**src/core/dnlc_params.svh**
```systemverilog
`ifndef DNLC_PARAMS_SVH
`define DNLC_PARAMS_SVH

// ------------------------------------------------------------
// register map
// ------------------------------------------------------------
`define DNLC_REG_CTRL    12'h000
`define DNLC_REG_STAT    12'h004
`define DNLC_REG_LUX     12'h008
`define DNLC_REG_DUTY    12'h00c
`define DNLC_RUN_RST     1'b1

// ------------------------------------------------------------
// sensor registers and codes
// ------------------------------------------------------------
`define DNLC_SA_CFG      8'h01
`define DNLC_SA_LO       8'h02
`define DNLC_SA_HI       8'h03
`define DNLC_CFG_OFF     16'hc800
`define DNLC_CFG_ALERT   16'hce10
`define DNLC_CFG_AUTO    16'hce00
`define DNLC_RN_AUTO     4'hc
`define DNLC_LIM_MAX     16'hbfff
`define DNLC_LIM_MIN     16'h0000
`define DNLC_LIM_DARK_HI 16'h2fa0
`define DNLC_LIM_DARK_LO 16'h2e6a
`define DNLC_EXP_MAX     4'hb

// ------------------------------------------------------------
// thresholds in hundredths of a lux, and the duty shift
// ------------------------------------------------------------
`define DNLC_DARK_HI     24'h005208
`define DNLC_DARK_LO     24'h004e20
`define DNLC_OFF_HI      24'h003e80
`define DNLC_OFF_LO      24'h003a98
`define DNLC_FULL_HI     24'h001388
`define DNLC_FULL_LO     24'h000fa0
`define DNLC_DUTY_SHIFT  6
`endif

```
**src/core/dnlc_pkg.sv**
```systemverilog
package dnlc_pkg;
   typedef enum logic [7:0] {
      S_INIT = 8'h01,
      S_SEL  = 8'h02,
      S_LO   = 8'h04,
      S_HI   = 8'h08,
      S_CFG  = 8'h10,
      S_WAIT = 8'h20,
      S_RUN  = 8'h40,
      S_IDLE = 8'h80
   } dnlc_state_t;
   typedef logic [23:0] dnlc_lux_t;
endpackage

```
**src/core/dnlc_band_if.sv**
```systemverilog
`timescale 1ns/1ps
interface dnlc_band_if;
   dnlc_pkg::dnlc_lux_t level;
   dnlc_pkg::dnlc_lux_t upper;
   dnlc_pkg::dnlc_lux_t lower;
   logic                update;
   logic                above;
   modport owner (output level, upper, lower, update, input above);
   modport cmp (input level, upper, lower, update, output above);
endinterface

```
**src/core/dnlc_hyst.sv**
```systemverilog
`timescale 1ns/1ps
module dnlc_hyst #(
   parameter logic RST_ABOVE = 1'b0
) (
   input wire logic pclk,
   input wire logic presetn,
   input wire logic ce,
   dnlc_band_if.cmp band
);
   logic above_reg;

   // ------------------------------------------------------------
   // two-threshold comparator
   // ------------------------------------------------------------
   always_ff @(posedge pclk or negedge presetn) begin
      if (!presetn) begin
         above_reg <= RST_ABOVE;
      end else if (ce && band.update) begin
         if (band.level > band.upper) begin
            above_reg <= 1'b1;
         end else if (band.level < band.lower) begin
            above_reg <= 1'b0;
         end
      end
   end

   assign band.above = above_reg;
endmodule // dnlc_hyst

```
**src/core/dnlc_pwm.sv**
```systemverilog
`timescale 1ns/1ps
module dnlc_pwm #(
   parameter int W = 8
) (
   input  wire logic         pclk,
   input  wire logic         presetn,
   input  wire logic         ce,
   input  wire logic         off,
   input  wire logic         full,
   input  wire logic [W-1:0] duty,
   output logic              pwm
);
   logic [W-1:0] cnt_reg;

   // ------------------------------------------------------------
   // free counter and pin
   // ------------------------------------------------------------
   always_ff @(posedge pclk or negedge presetn) begin
      if (!presetn) begin
         cnt_reg <= '0;
      end else if (ce) begin
         cnt_reg <= cnt_reg + 1'b1;
      end
   end

   always_ff @(posedge pclk or negedge presetn) begin
      if (!presetn) begin
         pwm <= 1'b0;
      end else if (ce) begin
         if (off) begin
            pwm <= 1'b0;
         end else if (full) begin
            pwm <= 1'b1;
         end else begin
            pwm <= (cnt_reg < duty);
         end
      end
   end
endmodule // dnlc_pwm

```
**src/core/dnlc_top.sv**
```systemverilog
`timescale 1ns/1ps
`include "dnlc_params.svh"
module dnlc_top (
   input  wire logic        pclk,
   input  wire logic        presetn,
   input  wire logic        ce,
   input  wire logic        psel,
   input  wire logic        penable,
   input  wire logic        pwrite,
   input  wire logic [11:0] paddr,
   input  wire logic [31:0] pwdata,
   output logic      [31:0] prdata,
   output logic             pready,
   output logic             pslverr,
   input  wire logic        mode_select_button,
   input  wire logic        alert_n,
   output logic             sens_wr_valid,
   input  wire logic        sens_wr_ready,
   output logic      [7:0]  sens_wr_addr,
   output logic      [15:0] sens_wr_data,
   input  wire logic        sens_rd_valid,
   input  wire logic [15:0] sens_rd_data,
   output logic             ir_cut_filter,
   output logic             motor_en,
   output logic      [1:0]  led_drv_en,
   output logic             led_pwm
);
   dnlc_pkg::dnlc_state_t st_reg;
   dnlc_pkg::dnlc_state_t st_next;
   logic [7:0]            wa_reg;
   logic [7:0]            wa_next;
   logic [15:0]           wd_reg;
   logic [15:0]           wd_next;
   logic                  run_reg;
   logic                  mode_auto_reg;
   logic                  day_reg;
   logic                  armed_reg;
   logic                  active_reg;
   logic                  hi_done_reg;
   logic                  alert_d_reg;
   logic                  upd_reg;
   dnlc_pkg::dnlc_lux_t   lux_reg;
   logic [7:0]            duty_reg;
   logic [31:0]           prdata_reg;
   logic                  wr_ok;
   logic                  alert_fall;
   logic                  led_off;
   logic                  led_full;
   logic                  apb_acc;
   logic                  mapped;
   dnlc_pkg::dnlc_lux_t   diff;

   dnlc_band_if band_dark ();
   dnlc_band_if band_off ();
   dnlc_band_if band_full ();

   function automatic dnlc_pkg::dnlc_lux_t to_clx(logic [15:0] r);
      logic [3:0] e;
      e = (r[15:12] > `DNLC_EXP_MAX) ? `DNLC_EXP_MAX : r[15:12];
      return {12'h000, r[11:0]} << e;
   endfunction

   // ------------------------------------------------------------
   // sensor write sequencer
   // ------------------------------------------------------------
   assign wr_ok = sens_wr_valid & sens_wr_ready;
   assign alert_fall = alert_d_reg & ~alert_n;
   assign sens_wr_valid = (st_reg == dnlc_pkg::S_INIT)
      | (st_reg == dnlc_pkg::S_LO) | (st_reg == dnlc_pkg::S_HI)
      | (st_reg == dnlc_pkg::S_CFG);
   assign sens_wr_addr = wa_reg;
   assign sens_wr_data = wd_reg;

   always_comb begin
      st_next = st_reg;
      wa_next = wa_reg;
      wd_next = wd_reg;
      case (st_reg)
         dnlc_pkg::S_INIT: begin
            if (wr_ok) begin
               st_next = run_reg ? dnlc_pkg::S_SEL : dnlc_pkg::S_IDLE;
            end
         end
         dnlc_pkg::S_SEL: begin
            if (mode_select_button) begin
               st_next = dnlc_pkg::S_CFG;
               wa_next = `DNLC_SA_CFG;
               wd_next = `DNLC_CFG_AUTO;
            end else begin
               st_next = dnlc_pkg::S_LO;
               wa_next = `DNLC_SA_LO;
               wd_next = `DNLC_LIM_MIN;
            end
         end
         dnlc_pkg::S_LO: begin
            if (wr_ok) begin
               st_next = dnlc_pkg::S_HI;
               wa_next = `DNLC_SA_HI;
               wd_next = day_reg ? `DNLC_LIM_MAX : `DNLC_LIM_DARK_HI;
            end
         end
         dnlc_pkg::S_HI: begin
            if (wr_ok && armed_reg) begin
               st_next = dnlc_pkg::S_WAIT;
            end else if (wr_ok) begin
               st_next = dnlc_pkg::S_CFG;
               wa_next = `DNLC_SA_CFG;
               wd_next = `DNLC_CFG_ALERT;
            end
         end
         dnlc_pkg::S_CFG: begin
            if (wr_ok) begin
               st_next = mode_auto_reg ? dnlc_pkg::S_RUN
                                       : dnlc_pkg::S_WAIT;
            end
         end
         dnlc_pkg::S_WAIT: begin
            if (alert_fall) begin
               st_next = dnlc_pkg::S_LO;
               wa_next = `DNLC_SA_LO;
               wd_next = day_reg ? `DNLC_LIM_MIN : `DNLC_LIM_DARK_LO;
            end
         end
         dnlc_pkg::S_RUN: begin
            st_next = dnlc_pkg::S_RUN;
         end
         dnlc_pkg::S_IDLE: begin
            if (run_reg) begin
               st_next = dnlc_pkg::S_SEL;
            end
         end
         default: begin
            st_next = dnlc_pkg::S_INIT;
         end
      endcase
      if (!run_reg && (st_reg == dnlc_pkg::S_WAIT
                       || st_reg == dnlc_pkg::S_RUN)) begin
         st_next = dnlc_pkg::S_INIT;
         wa_next = `DNLC_SA_CFG;
         wd_next = `DNLC_CFG_OFF;
      end
   end

   always_ff @(posedge pclk or negedge presetn) begin
      if (!presetn) begin
         st_reg <= dnlc_pkg::S_INIT;
         wa_reg <= `DNLC_SA_CFG;
         wd_reg <= `DNLC_CFG_OFF;
      end else if (ce) begin
         st_reg <= st_next;
         wa_reg <= wa_next;
         wd_reg <= wd_next;
      end
   end

   // ------------------------------------------------------------
   // mode and progress flags
   // ------------------------------------------------------------
   always_ff @(posedge pclk or negedge presetn) begin
      if (!presetn) begin
         mode_auto_reg <= 1'b0;
      end else if (ce && st_reg == dnlc_pkg::S_SEL) begin
         mode_auto_reg <= mode_select_button;
      end
   end

   always_ff @(posedge pclk or negedge presetn) begin
      if (!presetn) begin
         armed_reg   <= 1'b0;
         active_reg  <= 1'b0;
         hi_done_reg <= 1'b0;
      end else if (ce) begin
         if (st_reg == dnlc_pkg::S_INIT
             || st_next == dnlc_pkg::S_INIT) begin
            armed_reg   <= 1'b0;
            active_reg  <= 1'b0;
            hi_done_reg <= 1'b0;
         end else begin
            if (wr_ok && st_reg == dnlc_pkg::S_HI) begin
               hi_done_reg <= 1'b1;
            end
            if (wr_ok && st_reg == dnlc_pkg::S_CFG) begin
               armed_reg  <= 1'b1;
               active_reg <= 1'b1;
            end
         end
      end
   end

   always_ff @(posedge pclk or negedge presetn) begin
      if (!presetn) begin
         alert_d_reg <= 1'b1;
      end else if (ce) begin
         alert_d_reg <= alert_n;
      end
   end

   // ------------------------------------------------------------
   // day or night decision
   // ------------------------------------------------------------
   always_ff @(posedge pclk or negedge presetn) begin
      if (!presetn) begin
         day_reg <= 1'b0;
      end else if (ce) begin
         if (st_reg == dnlc_pkg::S_INIT) begin
            day_reg <= 1'b0;
         end else if (st_reg == dnlc_pkg::S_WAIT && alert_fall) begin
            day_reg <= ~day_reg;
         end else if (st_reg == dnlc_pkg::S_RUN) begin
            day_reg <= band_dark.above;
         end
      end
   end

   // ------------------------------------------------------------
   // measurement and dimming
   // ------------------------------------------------------------
   always_ff @(posedge pclk or negedge presetn) begin
      if (!presetn) begin
         lux_reg <= '0;
         upd_reg <= 1'b0;
      end else if (ce) begin
         upd_reg <= 1'b0;
         if (sens_rd_valid && st_reg == dnlc_pkg::S_RUN) begin
            lux_reg <= to_clx(sens_rd_data);
            upd_reg <= 1'b1;
         end
      end
   end

   assign diff = `DNLC_OFF_HI - lux_reg;

   always_ff @(posedge pclk or negedge presetn) begin
      if (!presetn) begin
         duty_reg <= '0;
      end else if (ce && upd_reg) begin
         if (lux_reg >= `DNLC_OFF_HI) begin
            duty_reg <= '0;
         end else if ((diff >> `DNLC_DUTY_SHIFT) > 24'h0000ff) begin
            duty_reg <= 8'hff;
         end else begin
            duty_reg <= diff[`DNLC_DUTY_SHIFT +: 8];
         end
      end
   end

   assign band_dark.level  = lux_reg;
   assign band_dark.upper  = `DNLC_DARK_HI;
   assign band_dark.lower  = `DNLC_DARK_LO;
   assign band_dark.update = upd_reg;
   assign band_off.level   = lux_reg;
   assign band_off.upper   = `DNLC_OFF_HI;
   assign band_off.lower   = `DNLC_OFF_LO;
   assign band_off.update  = upd_reg;
   assign band_full.level  = lux_reg;
   assign band_full.upper  = `DNLC_FULL_HI;
   assign band_full.lower  = `DNLC_FULL_LO;
   assign band_full.update = upd_reg;

   dnlc_hyst #(.RST_ABOVE(1'b0)) u_dark (
      .pclk    (pclk),
      .presetn (presetn),
      .ce      (ce),
      .band    (band_dark)
   );
   dnlc_hyst #(.RST_ABOVE(1'b1)) u_off (
      .pclk    (pclk),
      .presetn (presetn),
      .ce      (ce),
      .band    (band_off)
   );
   dnlc_hyst #(.RST_ABOVE(1'b1)) u_full (
      .pclk    (pclk),
      .presetn (presetn),
      .ce      (ce),
      .band    (band_full)
   );

   // ------------------------------------------------------------
   // actuators
   // ------------------------------------------------------------
   assign led_off = ~active_reg
      | (mode_auto_reg ? band_off.above : day_reg);
   assign led_full = mode_auto_reg ? ~band_full.above : 1'b1;
   assign ir_cut_filter = day_reg;
   assign motor_en = active_reg;
   assign led_drv_en = {2{~led_off}};

   dnlc_pwm #(.W(8)) u_pwm (
      .pclk    (pclk),
      .presetn (presetn),
      .ce      (ce),
      .off     (led_off),
      .full    (led_full),
      .duty    (duty_reg),
      .pwm     (led_pwm)
   );

   // ------------------------------------------------------------
   // apb slave
   // ------------------------------------------------------------
   assign apb_acc = psel & penable;
   assign mapped = (paddr == `DNLC_REG_CTRL) | (paddr == `DNLC_REG_STAT)
      | (paddr == `DNLC_REG_LUX) | (paddr == `DNLC_REG_DUTY);
   assign pready = ce;
   assign pslverr = apb_acc & ~mapped;
   assign prdata = prdata_reg;

   always_ff @(posedge pclk or negedge presetn) begin
      if (!presetn) begin
         run_reg <= `DNLC_RUN_RST;
      end else if (ce && apb_acc && pwrite
                   && paddr == `DNLC_REG_CTRL) begin
         run_reg <= pwdata[0];
      end
   end

   always_ff @(posedge pclk or negedge presetn) begin
      if (!presetn) begin
         prdata_reg <= '0;
      end else if (ce && psel && !penable && !pwrite) begin
         case (paddr)
            `DNLC_REG_CTRL: prdata_reg <= {31'h0, run_reg};
            `DNLC_REG_STAT: prdata_reg <= {16'h0, st_reg, 3'h0,
               active_reg, led_full, led_off, day_reg, mode_auto_reg};
            `DNLC_REG_LUX: prdata_reg <= {8'h00, lux_reg};
            `DNLC_REG_DUTY: prdata_reg <= {24'h0, duty_reg};
            default: prdata_reg <= '0;
         endcase
      end
   end
endmodule // dnlc_top

```
**config.mk**
```make
export PLATFORM = sky130hd
export DESIGN_NAME = dnlc_top
export DESIGN_NICKNAME = d
export VERILOG_FILES = /design/src/core/dnlc_pkg.sv /design/src/core/dnlc_band_if.sv /design/src/core/dnlc_hyst.sv /design/src/core/dnlc_pwm.sv /design/src/core/dnlc_top.sv
export VERILOG_INCLUDE_DIRS = /design/src /design/src/core
export SDC_FILE = /design/constraint.sdc
export NUM_CORES = 1
export LEC_CHECK = 0
export BUFFER_PORTS_ARGS = -buffer_cell sky130_fd_sc_hd__buf_2
export CAP_MARGIN = 30
export CORE_ASPECT_RATIO = 0.9
export CORE_MARGIN = 2
export CORE_UTILIZATION = 23
export DETAILED_ROUTE_END_ITERATION = 10
export PLACE_DENSITY = 0.46
export SETUP_SLACK_MARGIN = 0.3
export SLEW_MARGIN = 15
export SYNTH_ARGS = -nofsm -noshare
export SYNTH_HDL_FRONTEND = slang
export SYNTH_SLANG_ARGS = --single-unit
```
**constraint.sdc**
```tcl
create_clock -name pclk -period 3.38 [get_ports pclk]
set_input_delay 0.676 -clock pclk [delete_from_list [all_inputs] [get_ports pclk]]
set_output_delay 0.676 -clock pclk [all_outputs]
set_load 0.005 [all_outputs]
```
== Yosys cells after proc, flatten, opt, wreduce, memory -nomap -nowiden ==
Index checks and enable logic that the tools add are counted.
Storage, ports and cells
  output and inout port bits: 64
  register bits: 114
  logic and storage cells: 143
  bits of input ports: 70
Cells by class
  $lt $le $gt $ge: 10
  multiplexer cells: 48
  reduce and logical (&&, ||, !) cells: 32
  shift operators: 1
  equality and inequality tests: 16
  $add $sub $neg: 2
  bitwise gates (word level): 17
Operators with widths (number)
  $mux W8: 16
  $mux W16: 7
  $pmux W24 S4: 1
  $pmux W16 S4: 1
  $pmux W8 S8: 1
  $pmux W8 S4: 1
  $eq A12 B4 Y1 const B: 2
  $ge A24 B14 Y1 const B: 1
  $gt A24 B13 Y1 const B: 1
  $gt A24 B14 Y1 const B: 1
  $gt A24 B15 Y1 const B: 1
  $lt A24 B12 Y1 const B: 1
  $lt A24 B14 Y1 const B: 1
  $lt A24 B15 Y1 const B: 1
  $shl A12 B4 Y24: 1
  $sub A14 B24 Y24 const A: 1
  $gt A18 B8 Y1 const B: 1
  $eq A8 B1 Y1 const B: 2
  $mux W1: 16
  $mux W14: 1
  $logic_and A1 B1 Y1: 13
  $eq A12 B3 Y1 const B: 1
  $logic_not A12 Y1: 1
  $reduce_and A2 Y1: 6
  25 further kinds: 47

== Longest topological paths before layout ==
  word-level depth: 13
  depth in mapped cells: 8

== Cells and area by module ==
A second synthesis with hierarchy kept.
Unflattened totals
  cells, all modules: 1085
  area total of the unflattened synthesis: 9076.2 um^2
By module, submodules not included
  dnlc_top: instances 1, seq. area each 2035.7 um^2, cells an instance 524, area an instance 4799.6 um^2
  dnlc_hyst at u_full: instances 1, seq. area each 26.3 um^2, cells an instance 169, area an instance 1234.9 um^2
  dnlc_hyst at u_dark: instances 1, seq. area each 25.0 um^2, cells an instance 169, area an instance 1233.7 um^2
  dnlc_hyst at u_off: instances 1, seq. area each 26.3 um^2, cells an instance 167, area an instance 1219.9 um^2
  dnlc_pwm: instances 1, seq. area each 225.2 um^2, cells an instance 56, area an instance 588.1 um^2

== Worst setup path before layout ==
OpenSTA, ideal clock, no wires.
  path kind: input to register
  from: input port sens_rd_data[14]
  to: register lux_reg[12] (netlist: band_dark.level[12])
  slack: 1045 ps
  cell stages on the path: 6
  setup time: 125 ps
  path buffers: 1
  arrival: 2210 ps
  required time: 3255 ps
  cells stage by stage: buf_2 -> a21oi_2 -> mux4_2 -> mux2i_1 -> a21oi_1 -> mux2_2
Between the ends
  cells in the longest elaborated chain, start to end: 3
Ends and longest elaborated chain
  from (decl): RTL line dnlc_top.sv:22  | input wire logic [15:0] sens_rd_data,
  $gt A4 B4 Y1 (no source line)
  $mux W4 *: RTL line dnlc_top.sv:59  | e = (r[15:12] > `DNLC_EXP_MAX) ? `DNLC_EXP_MAX : r[15:12];
  $shl A12 B4 Y24 *: RTL line dnlc_top.sv:60  | return {12'h000, r[11:0]} << e;
  to (signal assigned): RTL line dnlc_top.sv:225  | lux_reg <= to_clx(sens_rd_data);
  to (decl): RTL line dnlc_top.sv:42  | dnlc_pkg::dnlc_lux_t lux_reg;
Mark *: on every way between the ends. The rest lies on a longest branch, timed or not.
A chain may end at the register's enable or synchronous reset.

== Worst setup path after layout ==
  from: register st_reg[5]
  to: output port sens_wr_valid
Between the ends
  cells in the longest elaborated chain, start to end: 4
  elaborated cells between the ends (all ways): 7
  those cells by class: 4 x eq/ne; 3 x bitwise
Ends and longest elaborated chain
  from (decl): RTL line dnlc_top.sv:28  | dnlc_pkg::dnlc_state_t st_reg;
  from (signal assigned): RTL line dnlc_top.sv:146  | st_reg <= dnlc_pkg::S_INIT;
  from (signal assigned): RTL line dnlc_top.sv:150  | st_reg <= st_next;
  $eq A8 B1 Y1 / $eq A8 B3 Y1 (equally long branches): RTL line dnlc_top.sv:68, dnlc_top.sv:69
  $or A1 B1 Y1 (2 in a row): RTL line dnlc_top.sv:69  | | (st_reg == dnlc_pkg::S_LO) | (st_reg == dnlc_pkg::S_HI)
  $or A1 B1 Y1 *: RTL line dnlc_top.sv:70  | | (st_reg == dnlc_pkg::S_CFG);
  to (decl): RTL line dnlc_top.sv:17  | output logic sens_wr_valid,
Marks and branches as above.

==> impl_metrics.yaml <==
setup_path:
  cp-end-kind: "primary output"
  reg2regPathDepth: 4
  crit_type: "reg -> out"
  crit_fanout: 12
  cp_data_required_time_ns: 2.70
  r2r_slack_ns: 0.65
  arrival_ns: 2.19
  critPathLaunchType: "flop"
  r2r_end: "band_dark.level[22]$_DFFE_PN0P_"
  reg2reg_from: "st_reg[4]$_DFFE_PN0P_"
drt:
  drtIter0Drc: 397
  drc_errors: 0
  drt-total-wl_mm: 16.25
  dr.pass1.iters: 5
  antenna_left: 0
  vias: 4805
  wl_per_cell_um: 16.20
  viasPerCell: 4.791
place:
  dp.cells: 987
  place_hpwl_mm: 12.18
  place_ws_ns: 0.6082
  io_buffers: 88
  routabilityCongestion: 0.8355
  placed_area_um2: 6324
layout:
  final_area_um2: 6670
  antennaDiodeCount: 0
  fin_util: 0.2750
  nFillCells: 2615
  syn2layout_area_growth_pct: 17.40
  finalNetCount: 768
  instances_no_fill: 1003
  drive_gt1_frac: 0.2403
  regArea_um2: 2338
  multiInputGateArea_um2: 2969
sta:
  tns_ns: 0
  slew_headroom: 0.4477
  min_period_ns: 2.865
  drv_slew: 0
  skew_ns: 0.009084
  hold_viol_final: 0
  tightest_slew_ns: 0.8284
  setup_viol: 0
  rsz0062_at_grt: "no"
  hold_ws_ns: 0.4106
  period_share: 0.8476
  max_freq_mhz: 349.0
  layout_setup_ws_ns: 0.5149
clocking:
  cts_buffers: 9
  htree_levels: 3
  clkLatencyLatePin_ns: 0.36
  cts.sinks: 93
  postCtsHoldBufs: 0
  path_clk_slew_ns: 0.07
  cts_root_buf: "clkbuf_16"
  cts.path.max_buffers: 2
  cts_setup_buffers: 0
  postCtsResizedCells: 0
  cts_tree: "built"
global_routing:
  first_global_vias: 4558
  antenna_found_initial: 1
  grt_max_degree: 61
  overflow: 0
  groute.usage.overall: 0.1273
  grt_first_pass_wirelength_mm: 25.81
pwr:
  power_density_nw_per_um2: 551.5
  power.total_mw: 3.679
  leakagePower_nw: 3.060
  ir_worst_vdd_v: 0.0002732
logic_synthesis:
  synth_area_leader_cell: "dfrtp_1"
  netlist_top_cells_area: "dfrtp_1 (37%), nand2_1 (5.6%), o21ai_0 (4.4%)"
  synthFlopType: "dfrtp_1"
  synth_top_area_frac: 0.3700
  synth_edf_count: 0
  syn-cell-area_um2: 5682
  syn_area_per_cell_um2: 9.076
  syn_inst: 626
  ys_ff_latch: 93
  synth_warnings: 0
  synthDistinctLibCells: 68
  yosysSeqAreaShare: 0.4116
  synthArstFlopShare: 1.000
floorplanning:
  core_um2: 24260
  rows: 54
  die_w_um: 169.7
  die_area_um2: 25980
  initial_core_util: 0.2342
  ios: 134
  die_height_um: 153.1
outcome:
  outcome: "complete, no violations"
worst_hold_path:
  hold_path_class: "in -> async"
job:
  cap_viol_max_count: 0
power by group:
group / leakage, nW / switching [mW] / internal [mW]
Clock: 0.170 / 0.465 / 0.727
Sequential: 1.22 / 0.196 / 1.30
Combinational: 1.67 / 0.549 / 0.442
cell families (layout without fill, tap and decap cells):
logic type                 count (synthesis)  in the layout  synth area share
and+or+nand+nor                          237            237            0.2090
AOI/OAI and AO/OA                        153            153            0.1806
DFF                                       93             93            0.4116
buffers and inverters                     86            142           0.07531
muxes                                     32             32           0.08060
xor gates and xnor gates                  16             16           0.02467
adders and majority gates                  8              8           0.01762
other                                      1             14         0.0006600
per-layer routing:
metal  vias to the layer above  share of wire  global-route usage
met3                        15          0.042             0.02563
met5                         -        0.00098                   0
met1                      2333           0.52              0.1881
met4                         2          0.015             0.04558
met2                       106           0.42              0.1829
li1                       2349              -                   -
how the worst max path moves through the flow:
stage / start / end / slack, ns / cells after the start
after global routing: st_reg[5]$_DFFE_PN0P_ / sens_wr_valid / 0.42 / 5
after detailed placement: sens_rd_data[14] / band_dark.level[10]$_DFFE_PN0P_ / 0.61 / 7
final: st_reg[5]$_DFFE_PN0P_ / sens_wr_valid / 0.51 / 5
after floorplan: sens_rd_data[14] / band_dark.level[12]$_DFFE_PN0P_ / 1.05 / 6
after global placement: sens_rd_data[14] / band_dark.level[10]$_DFFE_PN0P_ / 0.61 / 7
after CTS: st_reg[5]$_DFFE_PN0P_ / sens_wr_valid / 0.53 / 5
cells in the mapped netlist, types with 2 or more instances:
library cell  number
nor3b_1            2
buf_2              9
o21ai_0           50
a221oi_1          12
a32oi_1            2
o21ai_1            2
a22oi_1            7
mux2_2            10
inv_1             25
mux2i_1           12
nor2_1            49
xnor2_1            9
buf_4             23
or2_2              3
and3_1             7
mux4_2            10
clkbuf_1          26
o41ai_2            2
nor3_1            16
o22ai_1            3
a32o_1             2
dfrtp_1           84
o2bb2ai_1          3
o31ai_1            9
nand4_1            9
or3_1             10
nand2b_1           4
nand2_1           85
nor2b_1            8
a21o_1            10
a41oi_1            2
a21oi_1           26
a31oi_1            4
a211o_1            2
dfstp_2            9
xor2_1             7
ha_1               8
nor4_1             8
or4_4              2
nand3_1           21
a21oi_2            3
nor4b_4            2
a211oi_1           3
o41ai_1            2
worst max-delay path: stages (launching register included):
cell and delay, ns:
dfrtp_1 0.58, or3_1 0.52, nor4_1 0.40, a31oi_1 0.15
inv_1 0.09, buf_2 0.11
final cells by class:
type	instances	area share
flip-flops and latches	93	0.3506
repair buffers	100	0.07991
clock buffers	9	0.03376
well taps	308	0.05778
multi-input cells	460	0.4451
inverters	26	0.01463
clock inverters	7	0.01820
cells in the final DEF (no fill, tap or decap), drive strengths merged, types with 13 or more instances in the layout:
| cell type | instances |
|---|---|
| nor2 | 49 |
| o21ai | 53 |
| nand3 | 23 |
| dfrtp | 84 |
| a221oi | 13 |
| nand2 | 85 |
| inv | 26 |
| conb | 14 |
| buf | 100 |
| a21oi | 29 |
| nor3 | 17 |
(Power assumes the default switching activity.)
